`config.mk`:
```
export PLATFORM = sky130hd
export DESIGN_NAME = audio_smi_status
export DESIGN_NICKNAME = d
export VERILOG_FILES = /design/src/audio_smi_status.v /design/src/sticky_flags.v
export VERILOG_INCLUDE_DIRS = /design/src /design/src/include
export SDC_FILE = /design/constraint.sdc
export NUM_CORES = 1
export LEC_CHECK = 0
export BUFFER_PORTS_ARGS = -buffer_cell sky130_fd_sc_hd__buf_2
export CAP_MARGIN = 40
export CORE_MARGIN = 4
export CORE_UTILIZATION = 53
export CTS_BUF_LIST = sky130_fd_sc_hd__clkbuf_8
export DETAILED_ROUTE_END_ITERATION = 8
export HOLD_SLACK_MARGIN = 0.12
export PLACE_DENSITY = 0.82
export RECOVER_POWER = 100
export SLEW_MARGIN = 10
export SYNTH_ARGS = -nofsm -noshare
export SYNTH_HDL_FRONTEND = slang
export SYNTH_HIERARCHICAL = 1
export SYNTH_SLANG_ARGS = --single-unit
```
`constraint.sdc`:
```
create_clock -name I_CLK -period 3 [get_ports I_CLK]
set_input_delay 0.3 -clock I_CLK [delete_from_list [all_inputs] [get_ports I_CLK]]
set_output_delay 0.3 -clock I_CLK [all_outputs]
set_load 0.02 [all_outputs]
```
`src/include/audio_smi_regs.vh`:
```
/*
  Register offsets, field positions and reset values of the audio SMI
  status block. Assumes byte offsets within the audio register window
  and 8-bit wide status bytes packed into the windows below.
*/
`ifndef AUDIO_SMI_REGS_VH
`define AUDIO_SMI_REGS_VH

// ----------------------------------------------------------------------
// Register offsets inside the audio block window
// ----------------------------------------------------------------------
`define ADDR_W 7
`define OFF_SECOND_STATUS 7'h10
`define OFF_SECOND_MIRROR 7'h12
`define OFF_TRAP_STATUS 7'h14

// ----------------------------------------------------------------------
// Second-level status layout
// ----------------------------------------------------------------------
`define SEC_W 8
`define SEC_TRAP 0
`define SEC_CODEC 1
`define SEC_BM_LO 2
`define SEC_BM_HI 7
`define SEC_RESET 8'h00
`define BM_CHANNELS 6

// ----------------------------------------------------------------------
// Trap status layout
// ----------------------------------------------------------------------
`define TRAP_EVEN_HI 31
`define TRAP_EVEN_LO 24
`define TRAP_ODD_HI 23
`define TRAP_ODD_LO 16
`define TRAP_A1 15
`define TRAP_DIR 14
`define TRAP_FLAG_HI 13
`define TRAP_FLAG_LO 10
`define TRAP_XADDR_HI 9
`define TRAP_XADDR_LO 0
`define TRAP_FLAG_W 4
`define TRAP_F_SND_FAST 3
`define TRAP_F_DMA 2
`define TRAP_F_MPU 1
`define TRAP_F_SND 0
`define TRAP_FLAG_RESET 4'h0
`define BYTE_RESET 8'h00
`define XADDR_RESET 10'h000
`define RDATA_RESET 32'h00000000

`endif

```
`src/audio_smi_status.v`:
```
/*
  Audio SMI status aggregation: second-level read-to-clear flags, their
  mirror, the I/O trap status with fast-path write capture, and the
  top-level SMI report. Assumes the channel enables, codec enables and
  trap enables come as levels from registers held elsewhere, and that
  the I/O decoder outside presents one trapped access per strobe.
*/
`include "audio_smi_regs.vh"

module audio_smi_status (
  input wire I_CLK,
  input wire I_RST_B,
  input wire I_REG_RD,
  input wire [`ADDR_W-1:0] I_REG_ADDR,
  input wire [5:0] I_BM_ENABLE,
  input wire [5:0] I_BM_END_OF_PAGE,
  input wire I_CODEC_SERIAL_INT,
  input wire I_CODEC_SERIAL_SMI_EN,
  input wire I_CODEC_GPIO_INT,
  input wire I_CODEC_GPIO_SMI_EN,
  input wire I_FAST_WRITE_EN,
  input wire I_SND_TRAP_EN,
  input wire I_DMA_LO_TRAP_EN,
  input wire I_DMA_HI_TRAP_EN,
  input wire I_MPU_LO_TRAP_EN,
  input wire I_MPU_HI_TRAP_EN,
  input wire I_IO_STB,
  input wire I_IO_WRITE,
  input wire [9:0] I_IO_ADDR,
  input wire [7:0] I_IO_DATA,
  input wire I_IO_FAST_ADDR,
  input wire I_IO_HIT_SND,
  input wire I_IO_HIT_DMA_LO,
  input wire I_IO_HIT_DMA_HI,
  input wire I_IO_HIT_MPU_LO,
  input wire I_IO_HIT_MPU_HI,
  output reg [31:0] O_REG_RDATA,
  output reg O_REG_RVALID,
  output reg O_TOP_SMI_STATUS,
  output reg O_SMI_REQ
);

  // --------------------------------------------------------------------
  // Reset release
  // --------------------------------------------------------------------
  reg rst_meta;
  reg rst_b;

  // Asynchronous assert, synchronous release
  always @(posedge I_CLK or negedge I_RST_B) begin
    if (!I_RST_B) begin
      rst_meta <= 1'b0;
      rst_b <= 1'b0;
    end else begin
      rst_meta <= 1'b1;
      rst_b <= rst_meta;
    end
  end

  // --------------------------------------------------------------------
  // Register read decode
  // --------------------------------------------------------------------
  wire rd_second = I_REG_RD & (I_REG_ADDR == `OFF_SECOND_STATUS);
  wire rd_mirror = I_REG_RD & (I_REG_ADDR == `OFF_SECOND_MIRROR);
  wire rd_trap = I_REG_RD & (I_REG_ADDR == `OFF_TRAP_STATUS);

  // --------------------------------------------------------------------
  // Fast-path write classification
  // --------------------------------------------------------------------
  wire io_wr = I_IO_STB & I_IO_WRITE;
  wire fast_wr = io_wr & I_FAST_WRITE_EN & I_IO_FAST_ADDR;
  wire fast_even = fast_wr & ~I_IO_ADDR[0];
  wire fast_odd = fast_wr & I_IO_ADDR[0];
  wire other_wr = io_wr & ~fast_wr;

  // --------------------------------------------------------------------
  // Trap causes
  // --------------------------------------------------------------------
  // Even fast writes raise no sound trap, so they cause no sound-trap SMI
  wire snd_trap = I_IO_STB & I_IO_HIT_SND & I_SND_TRAP_EN & ~fast_even;
  wire dma_trap = I_IO_STB & ((I_IO_HIT_DMA_LO & I_DMA_LO_TRAP_EN) |
                              (I_IO_HIT_DMA_HI & I_DMA_HI_TRAP_EN));
  wire mpu_trap = I_IO_STB & ((I_IO_HIT_MPU_LO & I_MPU_LO_TRAP_EN) |
                              (I_IO_HIT_MPU_HI & I_MPU_HI_TRAP_EN));
  wire any_trap = snd_trap | dma_trap | mpu_trap;

  reg [`TRAP_FLAG_W-1:0] trap_set;

  always @* begin
    trap_set = `TRAP_FLAG_RESET;
    trap_set[`TRAP_F_SND_FAST] = snd_trap & I_FAST_WRITE_EN;
    trap_set[`TRAP_F_SND] = snd_trap & ~I_FAST_WRITE_EN;
    trap_set[`TRAP_F_DMA] = dma_trap;
    trap_set[`TRAP_F_MPU] = mpu_trap;
  end

  // --------------------------------------------------------------------
  // Second-level event sources
  // --------------------------------------------------------------------
  reg [`SEC_W-1:0] sec_set;

  // Channel n lands at bit n+2: bits 2..7 for channels 0..5
  always @* begin
    sec_set = `SEC_RESET;
    sec_set[`SEC_BM_HI:`SEC_BM_LO] = I_BM_ENABLE & I_BM_END_OF_PAGE;
    sec_set[`SEC_CODEC] = (I_CODEC_SERIAL_INT & I_CODEC_SERIAL_SMI_EN) |
                          (I_CODEC_GPIO_INT & I_CODEC_GPIO_SMI_EN);
    sec_set[`SEC_TRAP] = any_trap;
  end

  // --------------------------------------------------------------------
  // Sticky flag banks
  // --------------------------------------------------------------------
  wire [`SEC_W-1:0] sec_flags;
  wire [`SEC_W-1:0] sec_next;
  wire [`TRAP_FLAG_W-1:0] trap_flags;

  sticky_flags #(
    .WIDTH(`SEC_W)
  ) u_second (
    .clk(I_CLK),
    .rst_b(rst_b),
    .i_set(sec_set),
    .i_clear(rd_second),
    .o_flags(sec_flags),
    .o_next(sec_next)
  );

  sticky_flags #(
    .WIDTH(`TRAP_FLAG_W)
  ) u_trap (
    .clk(I_CLK),
    .rst_b(rst_b),
    .i_set(trap_set),
    .i_clear(rd_trap),
    .o_flags(trap_flags),
    .o_next()
  );

  // --------------------------------------------------------------------
  // Trap capture fields
  // --------------------------------------------------------------------
  reg [7:0] even_data;
  reg [7:0] odd_data;
  reg fast_a1;
  reg last_dir;
  reg [9:0] xaddr;

  always @(posedge I_CLK or negedge rst_b) begin
    if (!rst_b) begin
      even_data <= `BYTE_RESET;
      odd_data <= `BYTE_RESET;
      fast_a1 <= 1'b0;
      last_dir <= 1'b0;
      xaddr <= `XADDR_RESET;
    end else begin
      if (fast_even) begin
        even_data <= I_IO_DATA;
      end
      if (fast_odd | other_wr) begin
        odd_data <= I_IO_DATA;
      end
      if (fast_wr) begin
        fast_a1 <= I_IO_ADDR[1];
      end
      if (any_trap) begin
        last_dir <= I_IO_WRITE;
        xaddr <= I_IO_ADDR;
      end
    end
  end

  wire [31:0] trap_word = {even_data, odd_data, fast_a1, last_dir, trap_flags, xaddr};

  // --------------------------------------------------------------------
  // Read data and SMI outputs
  // --------------------------------------------------------------------
  // Read data shows the flags as they stood before the clear takes hold
  reg [31:0] next_rdata;

  always @* begin
    next_rdata = `RDATA_RESET;
    if (rd_second | rd_mirror) begin
      next_rdata[`SEC_W-1:0] = sec_flags;
    end else if (rd_trap) begin
      next_rdata = trap_word;
    end
  end

  always @(posedge I_CLK or negedge rst_b) begin
    if (!rst_b) begin
      O_REG_RDATA <= `RDATA_RESET;
      O_REG_RVALID <= 1'b0;
      O_TOP_SMI_STATUS <= 1'b0;
      O_SMI_REQ <= 1'b0;
    end else begin
      O_REG_RDATA <= next_rdata;
      O_REG_RVALID <= I_REG_RD;
      // Taken from the next flag value, so both outputs line up with the flag register
      O_TOP_SMI_STATUS <= |sec_next;
      O_SMI_REQ <= |sec_next;
    end
  end

endmodule

```
`src/sticky_flags.v`:
```
/*
  Bank of sticky event flags with a common clear strobe.
  Assumes set and clear are synchronous to clk and reset is already
  synchronised by the instantiating module.
*/
module sticky_flags #(
  parameter WIDTH = 8
) (
  input wire clk,
  input wire rst_b,
  input wire [WIDTH-1:0] i_set,
  input wire i_clear,
  output wire [WIDTH-1:0] o_flags,
  output wire [WIDTH-1:0] o_next
);

  // --------------------------------------------------------------------
  // One flag per bit
  // --------------------------------------------------------------------
  genvar g;
  generate
    for (g = 0; g < WIDTH; g = g + 1) begin : bit_slice
      reg flag;
      // Set beats clear so an event during the clearing read survives
      wire next_flag = i_set[g] | (flag & ~i_clear);
      always @(posedge clk or negedge rst_b) begin
        if (!rst_b) begin
          flag <= 1'b0;
        end else begin
          flag <= next_flag;
        end
      end
      assign o_flags[g] = flag;
      assign o_next[g] = next_flag;
    end
  endgenerate

endmodule

```
== Yosys cells after proc, flatten, opt, wreduce, memory -nomap -nowiden ==
Cells that the tools add are included.
Operators by class
  reduce and logical (&&, ||, !) cells: 1
  $add $sub $neg: 0
  shift-type cells: 0
  multiply operators: 0
  bitwise logic cells: 60
  magnitude comparators: 0
  multiplexer cells: 3
  divide/modulo/power cells: 0
  eq/ne operators: 3
Operators with widths (count)
  $and 1x1->1: 34
  $mux 32: 1
  $mux 24: 1
  $eq 7x5->1 const B: 3
  $or 1x1->1: 19
  $mux 8: 1
  $reduce_or 8->1: 1
  $and 6x6->6: 1
  $not 1->1: 6
Storage, ports and cells
  memories: 0
  logic and storage cells: 89
  memory bits (writable): 0
  bits in registers: 76
  bits in latches: 0
  bits in read-only memories: 0
  input port bits: 58

== Logic depth before layout (Yosys ltp) ==
Gate-level depths: netlist of run 1.
  depth in word-level cells: 10
  mapped depth: 8

== Hierarchy ==
The synthesis of run 1 kept the hierarchy.
By module, submodules not included
  audio_smi_status: cells each 177, area each 2466.1 um^2, instances 1, seq. area each 1601.5 um^2
  sticky_flags at u_second: cells each 33, area each 384.1 um^2, instances 1, seq. area each 200.2 um^2
  sticky_flags at u_trap: cells each 17, area each 193.9 um^2, instances 1, seq. area each 100.1 um^2

== Least setup slack after synthesis of run 1 ==
No wires, ideal clock.
  path type: in2reg
  start: in I_REG_ADDR[0]
  end: reg O_SMI_REQ
  setup slack: 1.123 ns
  stages on the path: 8
  arrival: 1.749 ns
  data required time: 2.871 ns
  buffers on the path: 1
  path through: nor4b_1 > nand3b_1 > nor3_1 > inv_2 > a21o_1 > buf_4 > nor4_1 > nand2_1
On the way
  word-level cells in the longest chain between the ends: 6
  elaborated cells between the ends (all ways): 20
  those cells by class: 1 x eq/ne; 18 x bitwise; 1 x reduce/logical
RTL lines
  start, declared: line audio_smi_status.v:14  | input wire [`ADDR_W-1:0] I_REG_ADDR,
  $eq 7x5->1 (no source line)
  $and 1x1->1: line audio_smi_status.v:63  | wire rd_second = I_REG_RD & (I_REG_ADDR == `OFF_SECOND_STATUS);
  via rd_second: line audio_smi_status.v:63
  $not 1->1: line sticky_flags.v:25  | wire next_flag = i_set[g] | (flag & ~i_clear);
  $and 1x1->1: line sticky_flags.v:25
  $or 1x1->1: line sticky_flags.v:25
  via u_second.bit_slice[0].next_flag: line sticky_flags.v:25
  $reduce_or 8->1: line audio_smi_status.v:201  | O_SMI_REQ <= |sec_next;
  end signal, assigned: line audio_smi_status.v:201
  end, declared: line audio_smi_status.v:40  | output reg O_SMI_REQ
The timed path passes the listed nets, and every way through them passes these cells.
A chain may end at the register's enable or synchronous reset.

== Worst setup path in the final report of run 1 ==
  start: in I_REG_RD
  end: reg u_trap.bit_slice[0].flag
On the way
  word-level cells in the longest chain between the ends: 4
RTL lines
  start, declared: line audio_smi_status.v:13  | input wire I_REG_RD,
  $and 1x1->1: line audio_smi_status.v:65  | wire rd_trap = I_REG_RD & (I_REG_ADDR == `OFF_TRAP_STATUS);
  $not 1->1: line sticky_flags.v:25
  $and 1x1->1: line sticky_flags.v:25
  $or 1x1->1: line sticky_flags.v:25
  via u_trap.bit_slice[0].next_flag: line sticky_flags.v:25
  end signal, assigned: line sticky_flags.v:30  | flag <= next_flag;
  end, declared: line sticky_flags.v:23  | reg flag;
The timed path passes the listed nets, and every way through them passes these cells.

==> impl_metrics.tcl, run 1 <==
set metrics [dict create \
    cts_buffers 9 \
    diodes 0 \
    seq_area_mm2 0.00190 \
    cts_resized 0 \
    hold_path_class "primary input to flop" \
    num_io_pins 93 \
    grtUsageTotal 0.165 \
    synth_cells 223 \
    place_hpwl_um 3930 \
    drive_gt1_frac 0.321 \
    viasPerCell 4.83 \
    power.density_mw_per_mm2 624 \
    vias 1836 \
    grt_pass1_vias 1981 \
    min_period_ps 2120 \
    multi_input_comb_area_um2 885 \
    ir_worst_vdd_uv 302 \
    finalHoldViolCount 0 \
    syn_to_final_growth_pct 18.3 \
    syn-cell-area_mm2 0.00301 \
    ctsHtreeMaxLevel 3 \
    die_y_um 83.4 \
    clkTransAtPathRegs_ps 80 \
    rsz0062_at_grt "no" \
    yosysWarnings 6 \
    wl_per_cell_um 13.7 \
    tightest_slew_ps 1170 \
    routed_wl_um 5220 \
    setup_viol 0 \
    p_seq_frac 0.515 \
    root_buffer "clkbuf_8" \
    synth_nets 281 \
    p_clk_frac 0.406 \
    grt_max_degree 51 \
    die_w_um 83.4 \
    cts_num_sinks 76 \
    initial_utilization 0.547 \
    cts_tree "done" \
    fmax_mhz 471 \
    crit_required_ps 3230 \
    row_count 27 \
    fp.coreArea_mm2 0.00551 \
    final.setup.tns_ps 0 \
    dieArea_mm2 0.00696 \
    firstDrtPassIters 4 \
    crit_arrival_ps 2360 \
    syn_area_per_cell_um2 13.5 \
    grt_pass1_wl_um 9140 \
    outcome "finished clean" \
    ant_nets 0 \
    num-fill-cells 445 \
    crit_fanout 25 \
    nets 361 \
    drc_errors 0 \
    fin_crit_sh 0.708 \
    port-buffer-count 92 \
    maxCapViolations 0 \
    drt_iter0_markers 88 \
    start_kind "primary input" \
    p_int_mw 1.75 \
    cts_buffer_depth 2 \
    place_congestion 0.737 \
    drv_slew 0 \
    antenna_found_initial 0 \
    grt_overflow 0 \
    power.leakage_nw 1.65 \
    path_class "primary input to flop" \
    endpoint_kind "flop" \
    swShare 0.215 \
    fin_util 0.647 \
    insertion_delay_ps 340 \
    p_comb_frac 0.079 \
    power.switching_mw 0.477 \
    slew_headroom 0.221 \
    finClkSkew_ps 8.02 \
]
placed cells by master, fill, tap and decap left out, types with 2 or more instances in the layout:
| cell type | count |
|---|---|
| and2_1 | 19 |
| nor2b_1 | 10 |
| mux2_1 | 2 |
| mux2_2 | 24 |
| a21oi_1 | 8 |
| nand2_1 | 2 |
| clkbuf_1 | 38 |
| nand3b_1 | 2 |
| inv_1 | 2 |
| and2_0 | 11 |
| inv_6 | 2 |
| a22oi_1 | 2 |
| dfrtp_1 | 76 |
| buf_2 | 54 |
| bufinv_16 | 2 |
| a21o_1 | 12 |
| mux2_4 | 2 |
| nor2_1 | 11 |
| nor4_1 | 2 |
| dlygate4sd3_1 | 2 |
| clkbuf_8 | 12 |
critical path, cell delays in order:
cell           delay, ps
dlygate4sd3_1        520
clkbuf_1             110
nand3b_1             280
and2b_1              720
inv_1                200
a21o_1               220
final cells by class:
type                            instances  area share
Inverter                                2     0.00211
Timing Repair Buffer                   95       0.123
Clock inverter                          4      0.0218
Multi-Input combinational cell        119       0.248
Sequential cell                        76       0.534
Clock buffer                           12      0.0463
Tap cell                               72      0.0253
routing by layer:
metal | global-route usage | share of wire | wire length (µm) | vias to the layer above
met3 | 0.0427 | 0.077 | 403 | 6
met2 | 0.275 | 0.50 | 2630 | 60
li1 | - | - | - | 876
met4 | 0.0702 | 0.0082 | 43 | 0
met5 | 0 | 0 | 0 | -
met1 | 0.204 | 0.41 | 2150 | 894
power by group through the flow:
stage	Combinational (mW)	Clock [mW]	Sequential, mW
floorplan	0.127	0	1.16
global placement	0.170	0	1.17
detailed placement	0.194	0	1.17
CTS	0.196	0.921	1.15
global route	0.198	0.968	1.16
finish	0.175	0.904	1.14
worst paths after layout:
check	start	end	slack, ps	depth (start not counted)
max in group asynchronous	rst_b$_DFF_PN0_	odd_data[0]$_DFFE_PN0P_	950	1
hold reg to reg	rst_meta$_DFF_PN0_	rst_b$_DFF_PN0_	360	0
hold / removal	I_IO_ADDR[3]	xaddr[3]$_DFFE_PN0P_	190	2
min in group asynchronous	I_RST_B	rst_meta$_DFF_PN0_	260	2
setup reg to reg	rst_b$_DFF_PN0_	odd_data[0]$_DFFE_PN0P_	950	1
setup / recovery	I_REG_RD	u_trap/bit_slice[0].flag$_DFF_PN0_	880	6
flip-flops by register name, summed over array words and instances, names as in the netlist:
register                 cells
O_SMI_REQ                    1
xaddr                       10
u_trap/bit_slice.flag        4
u_second/bit_slice.flag      8
even_data                    8
last_dir                     1
odd_data                     8
rst_meta                     1
O_REG_RVALID                 1
rst_b                        1
O_REG_RDATA                 32
fast_a1                      1
per-stage QoR:
step / total power, mW / cell area, µm² / worst slack, ps / cells / hold WS, ps
6_report: 2.22 / 3560 / 876 / 380 / 193
3_5_place_dp: 1.36 / 3410 / 855 / 362 / 86.1
4_1_cts: 2.26 / 3670 / 1060 / 380 / 179
3_3_place_gp: 1.34 / 3380 / 905 / 361 / 85.6
5_1_grt: 2.32 / 3560 / 449 / 380 / 182
2_1_floorplan: 1.29 / 3010 / 727 / 223 / 4.41
what timing repair did:
action / 4_1_cts / 5_1_grt
buffers inserted: 0 / 0
endpoints found under the hold margin: 3 / 0
hold buffers: 2 / 0
No activity file was read; power rests on OpenSTA's default activity.
==> run 2: changes to the inputs <==
--- a/config.mk
+++ b/config.mk
@@ -6,6 +6,7 @@
 export SDC_FILE = /design/constraint.sdc
 export NUM_CORES = 1
 export LEC_CHECK = 0
+export ABC_AREA = 1
 export BUFFER_PORTS_ARGS = -buffer_cell sky130_fd_sc_hd__buf_2
 export CAP_MARGIN = 40
 export CORE_MARGIN = 4
==> constraint.sdc (replaced) <==
create_clock -name I_CLK -period 2.1 [get_ports I_CLK]
set_input_delay 0.21 -clock I_CLK [delete_from_list [all_inputs] [get_ports I_CLK]]
set_output_delay 0.21 -clock I_CLK [all_outputs]
set_load 0.02 [all_outputs]
==> impl_metrics.tcl, run 2 <==
set metrics [dict create \
    initial_utilization 0.557 \
    place_ws_ps 406 \
    grt_max_degree 75 \
    hold_path_class "primary input to flop" \
    grt_pass1_wl_um 10900 \
    cts_setup_buffers 0 \
    cts_buffer_depth 2 \
    syn-cell-area_mm2 0.00314 \
    viasPerCell 4.61 \
    row_count 27 \
    drive_gt1_frac 0.184 \
    routed_wl_um 6390 \
    clkTransAtPathRegs_ps 70 \
    whs_path_depth 3 \
    die_w_um 85.0 \
    wl_per_cell_um 12.5 \
    power.leakage_nw 2.13 \
    path_class "primary input to flop" \
    drv_slew 0 \
    final.setup.tns_ps 0 \
    largest_register_ffs 32 \
    placed_area_mm2 0.00351 \
    top_regs "O_REG_RDATA x32, xaddr x10" \
    crit_fanout 18 \
    crit_required_ps 2330 \
    drc_errors 0 \
    dieArea_mm2 0.00722 \
    fin_crit_sh 0.829 \
    die_y_um 85.0 \
    synth_cells 342 \
    fp.coreArea_mm2 0.00564 \
    min_period_ps 1740 \
    setup_slack_ps 359 \
    nets 494 \
    final_cell_mix "nand2_1, dfrtp_1, inv_1" \
    diodes 0 \
    endpoint_kind "flop" \
    place_hpwl_um 4460 \
    grt_overflow 0 \
    synth_nets 400 \
    cts_num_sinks 76 \
    ant_nets 0 \
    insertion_delay_ps 350 \
    rsz0062_at_grt "no" \
    vias 2364 \
    drt_iter0_markers 184 \
    finalHoldViolCount 0 \
    p_total_mw 2.93 \
    slew_headroom 0.356 \
    num_io_pins 93 \
    syn_area_per_cell_um2 9.18 \
    power.density_mw_per_mm2 776 \
    num-fill-cells 453 \
    largest_register "O_REG_RDATA" \
    firstDrtPassIters 4 \
    crit_arrival_ps 1970 \
    holdBufCountCts 15 \
    ctsHtreeMaxLevel 3 \
    maxCapViolations 0 \
    layout_commonest_cell "nand2_1" \
    tightest_slew_ps 966 \
    cts_tree "done" \
    finClkSkew_ps 4.90 \
    setup_viol 0 \
    cts_buffers 9 \
    antenna_found_initial 0 \
    cts_resized 0 \
    start_kind "primary input" \
    rrSetupSlack_ps 960 \
    final_area_mm2 0.00378 \
    rr_worst_depth 1 \
    grtUsageTotal 0.195 \
    fmax_mhz 574 \
    ir_worst_vdd_uv 461 \
    root_buffer "clkbuf_8" \
    syn_to_final_growth_pct 20.4 \
    yosysWarnings 6 \
    place_congestion 0.795 \
    grt_pass1_vias 2414 \
    port-buffer-count 92 \
    outcome "finished clean" \
]
-- run 2: final timing paths --
kind	startpoint	endpoint
setup / recovery	I_IO_ADDR[0]	O_SMI_REQ$_DFF_PN0_
min in group asynchronous	I_RST_B	rst_meta$_DFF_PN0_
hold reg to reg	rst_meta$_DFF_PN0_	rst_b$_DFF_PN0_
hold / removal	I_IO_WRITE	last_dir$_DFFE_PN0P_
setup reg to reg	rst_b$_DFF_PN0_	O_REG_RVALID$_DFF_PN0_
max in group asynchronous	rst_b$_DFF_PN0_	O_REG_RVALID$_DFF_PN0_
-- run 2: per-layer routing --
| layer | global-route usage | vias up | wire [µm] |
|---|---|---|---|
| li1 | - | 1183 | - |
| met1 | 0.243 | 1093 | 2630 |
| met2 | 0.318 | 81 | 3200 |
| met3 | 0.0505 | 7 | 434 |
| met4 | 0.0906 | 0 | 127 |
| met5 | 0 | - | 0 |
-- run 2: layout make-up --
cell class | count | area [µm²] | area share
sequential | 76 | 1900 | 0.503
multi-input combinational | 179 | 783 | 0.207
timing repair buffer | 111 | 593 | 0.157
inverter | 59 | 221 | 0.0586
clock buffer | 12 | 165 | 0.0437
tap | 72 | 90.1 | 0.0238
clock inverter | 4 | 23.8 | 0.00629
-- run 2: per-stage QoR --
step / std cells / utilization / hold WS, ps
floorplan: 342 / - / -85.6
global placement: 482 / 0.622 / -2.11
detailed placement: 482 / 0.622 / 1.70
CTS: 513 / 0.682 / 125
global route: 513 / 0.670 / 144
finish: 513 / 0.670 / 119
-- run 2: report_power, final --
group / internal [mW] / switching, mW
combinational: 0.126 / 0.167
sequential: 1.56 / 0.0511
clock: 0.519 / 0.509
total: 2.21 / 0.727
-- run 2: worst max-delay path, stage by stage --
cell and delay [ps]:
dlygate4sd3_1 540, clkbuf_1 110, inv_1 100, nand2_4 130, nand2_4 180, nand2_2 190
inv_1 100, nand2_1 70, nor4_1 250, nand2_1 80
==> run 3: changes to the inputs <==
--- a/config.mk
+++ b/config.mk
@@ -10,11 +10,11 @@
 export BUFFER_PORTS_ARGS = -buffer_cell sky130_fd_sc_hd__buf_2
 export CAP_MARGIN = 40
 export CORE_MARGIN = 4
-export CORE_UTILIZATION = 53
+export CORE_UTILIZATION = 48
 export CTS_BUF_LIST = sky130_fd_sc_hd__clkbuf_8
 export DETAILED_ROUTE_END_ITERATION = 8
 export HOLD_SLACK_MARGIN = 0.12
-export PLACE_DENSITY = 0.82
+export PLACE_DENSITY = 0.78
 export RECOVER_POWER = 100
 export SLEW_MARGIN = 10
 export SYNTH_ARGS = -nofsm -noshare
==> constraint.sdc (replaced) <==
create_clock -name I_CLK -period 1.5 [get_ports I_CLK]
set_input_delay 0.15 -clock I_CLK [delete_from_list [all_inputs] [get_ports I_CLK]]
set_output_delay 0.15 -clock I_CLK [all_outputs]
set_load 0.02 [all_outputs]
==> impl_metrics.tcl, run 3 (synthesis results as in run 2) <==
set metrics [dict create \
    grt_overflow 0 \
    die_y_um 88.9 \
    top_regs "O_REG_RDATA x32, xaddr x10" \
    drc_errors 0 \
    p_comb_frac 0.104 \
    die_w_um 88.9 \
    nets 519 \
    slowest_delay_ps 520 \
    clkTransAtPathRegs_ps 80 \
    grt_pass1_vias 2481 \
    start_kind "primary input" \
    tightest_slew_ps 763 \
    path_buf_inv 3 \
    syn_to_final_growth_pct 28.3 \
    routed_wl_um 6980 \
    path_cells "dlygate4sd3_1 > buf_2 > nand2_2 > nor2_4 > nand2_4 > nand2_4 > nand2_2 > clkbuf_2 > nand2_1 > nand2_1" \
    largest_register "O_REG_RDATA" \
    finClkSkew_ps 9.37 \
    viasPerCell 4.59 \
    setup_viol 0 \
    cts_setup_buffers 0 \
    grt_pass1_wl_um 11200 \
    power.density_mw_per_mm2 1050 \
    diodes 0 \
    drv_slew 0 \
    finalNonFillerCells 543 \
    vias 2493 \
    rr_worst_depth 1 \
    swShare 0.254 \
    largest_register_ffs 32 \
    layout_commonest_cell "nand2_1" \
    ctsHtreeMaxLevel 3 \
    fin_crit_sh 0.929 \
    row_count 29 \
    dieArea_mm2 0.00790 \
    cts_tree "done" \
    final.setup.tns_ps 0 \
    antenna_found_initial 0 \
    root_buffer "clkbuf_8" \
    crit_cells 10 \
    cts_buffer_depth 2 \
    fp.coreArea_mm2 0.00635 \
    maxCapViolations 0 \
    finalHoldViolCount 0 \
    insertion_delay_ps 350 \
    endpoint_kind "flop" \
    cts_buffers 9 \
    slew_headroom 0.491 \
    grt_max_degree 35 \
    outcome "finished clean" \
    fmax_mhz 717 \
    num_io_pins 93 \
    firstDrtPassIters 4 \
    grtUsageTotal 0.190 \
    wl_per_cell_um 12.8 \
    crit_family "buffers and inverters" \
    crit_required_ps 1730 \
    rsz0062_at_grt "no" \
    ant_nets 0 \
    power.leakage_nw 2.20 \
    port-buffer-count 92 \
    ir_worst_vdd_uv 730 \
    hold_path_class "primary input to flop" \
    fin_util 0.635 \
    p_clk_frac 0.358 \
    final_cell_mix "nand2_1, dfrtp_1, inv_1" \
    p_int_mw 3.15 \
    path_class "primary input to flop" \
    place_congestion 0.802 \
    p_seq_frac 0.538 \
    dp.cells 492 \
    crit_arrival_ps 1630 \
    power.switching_mw 1.07 \
    min_period_ps 1390 \
    crit_slowest_cell "dlygate4sd3_1" \
    initial_utilization 0.495 \
    place_hpwl_um 4840 \
    drt_iter0_markers 133 \
    cts_num_sinks 76 \
    crit_fanout 11 \
    whs_path_depth 5 \
    drive_gt1_frac 0.191 \
]
==> run 3: final cells by class <==
type | count | area [µm²]
inverter | 59 | 221
fill | 567 | 2320
tap | 77 | 96.3
clock inverter | 7 | 68.8
timing repair buffer | 136 | 820
multi-input combinational | 179 | 795
sequential | 76 | 1910
clock buffer | 9 | 124
==> run 3: per-layer routing <==
metal  GRT usage  up-vias  share of wire
met5           0        -              0
met4      0.0824        0          0.023
met3      0.0568       15          0.063
met2       0.327       77           0.52
met1       0.220     1166           0.39
li1            -     1235              -
==> run 3: stage by stage <==
stage | area (µm²) | worst slack, ps | hold WS (ps) | total power, mW
after floorplan | 3140 | 16.6 | -146 | 2.54
after global routing | 4030 | 8.92 | 177 | 4.44
after CTS | 4100 | 24.6 | 148 | 4.27
after global placement | 3560 | 132 | -62.5 | 2.67
final | 4030 | 106 | 174 | 4.23
after detailed placement | 3560 | 106 | -59.6 | 2.71
==> run 3: timing repair <==
| item | 4_1_cts | 5_1_grt |
|---|---|---|
| setup endpoints to repair | 0 | 1 |
| hold endpoints to repair | 38 | 0 |
| gates resized for setup | 0 | 2 |
| hold buffers | 35 | 0 |
==> run 3: power by group through the flow <==
stage	clock, mW	sequential, mW	combinational (mW)
after floorplan	0	2.31	0.233
after global placement	0	2.30	0.369
after detailed placement	0	2.32	0.391
after CTS	1.54	2.28	0.453
after global routing	1.63	2.30	0.510
final	1.51	2.28	0.439
==> run 3: path summary, 6_finish.rpt <==
check	slack, ps	end	start
max	110	xaddr[5]$_DFFE_PN0P_	I_FAST_WRITE_EN
min	170	u_trap/bit_slice[1].flag$_DFF_PN0_	I_MPU_LO_TRAP_EN
max reg2reg	250	O_REG_RDATA[6]$_DFF_PN0_	rst_b$_DFF_PN0_
min reg2reg	240	O_REG_RDATA[12]$_DFF_PN0_	rst_b$_DFF_PN0_
max in group asynchronous	250	O_REG_RDATA[6]$_DFF_PN0_	rst_b$_DFF_PN0_
min in group asynchronous	240	O_REG_RDATA[12]$_DFF_PN0_	rst_b$_DFF_PN0_
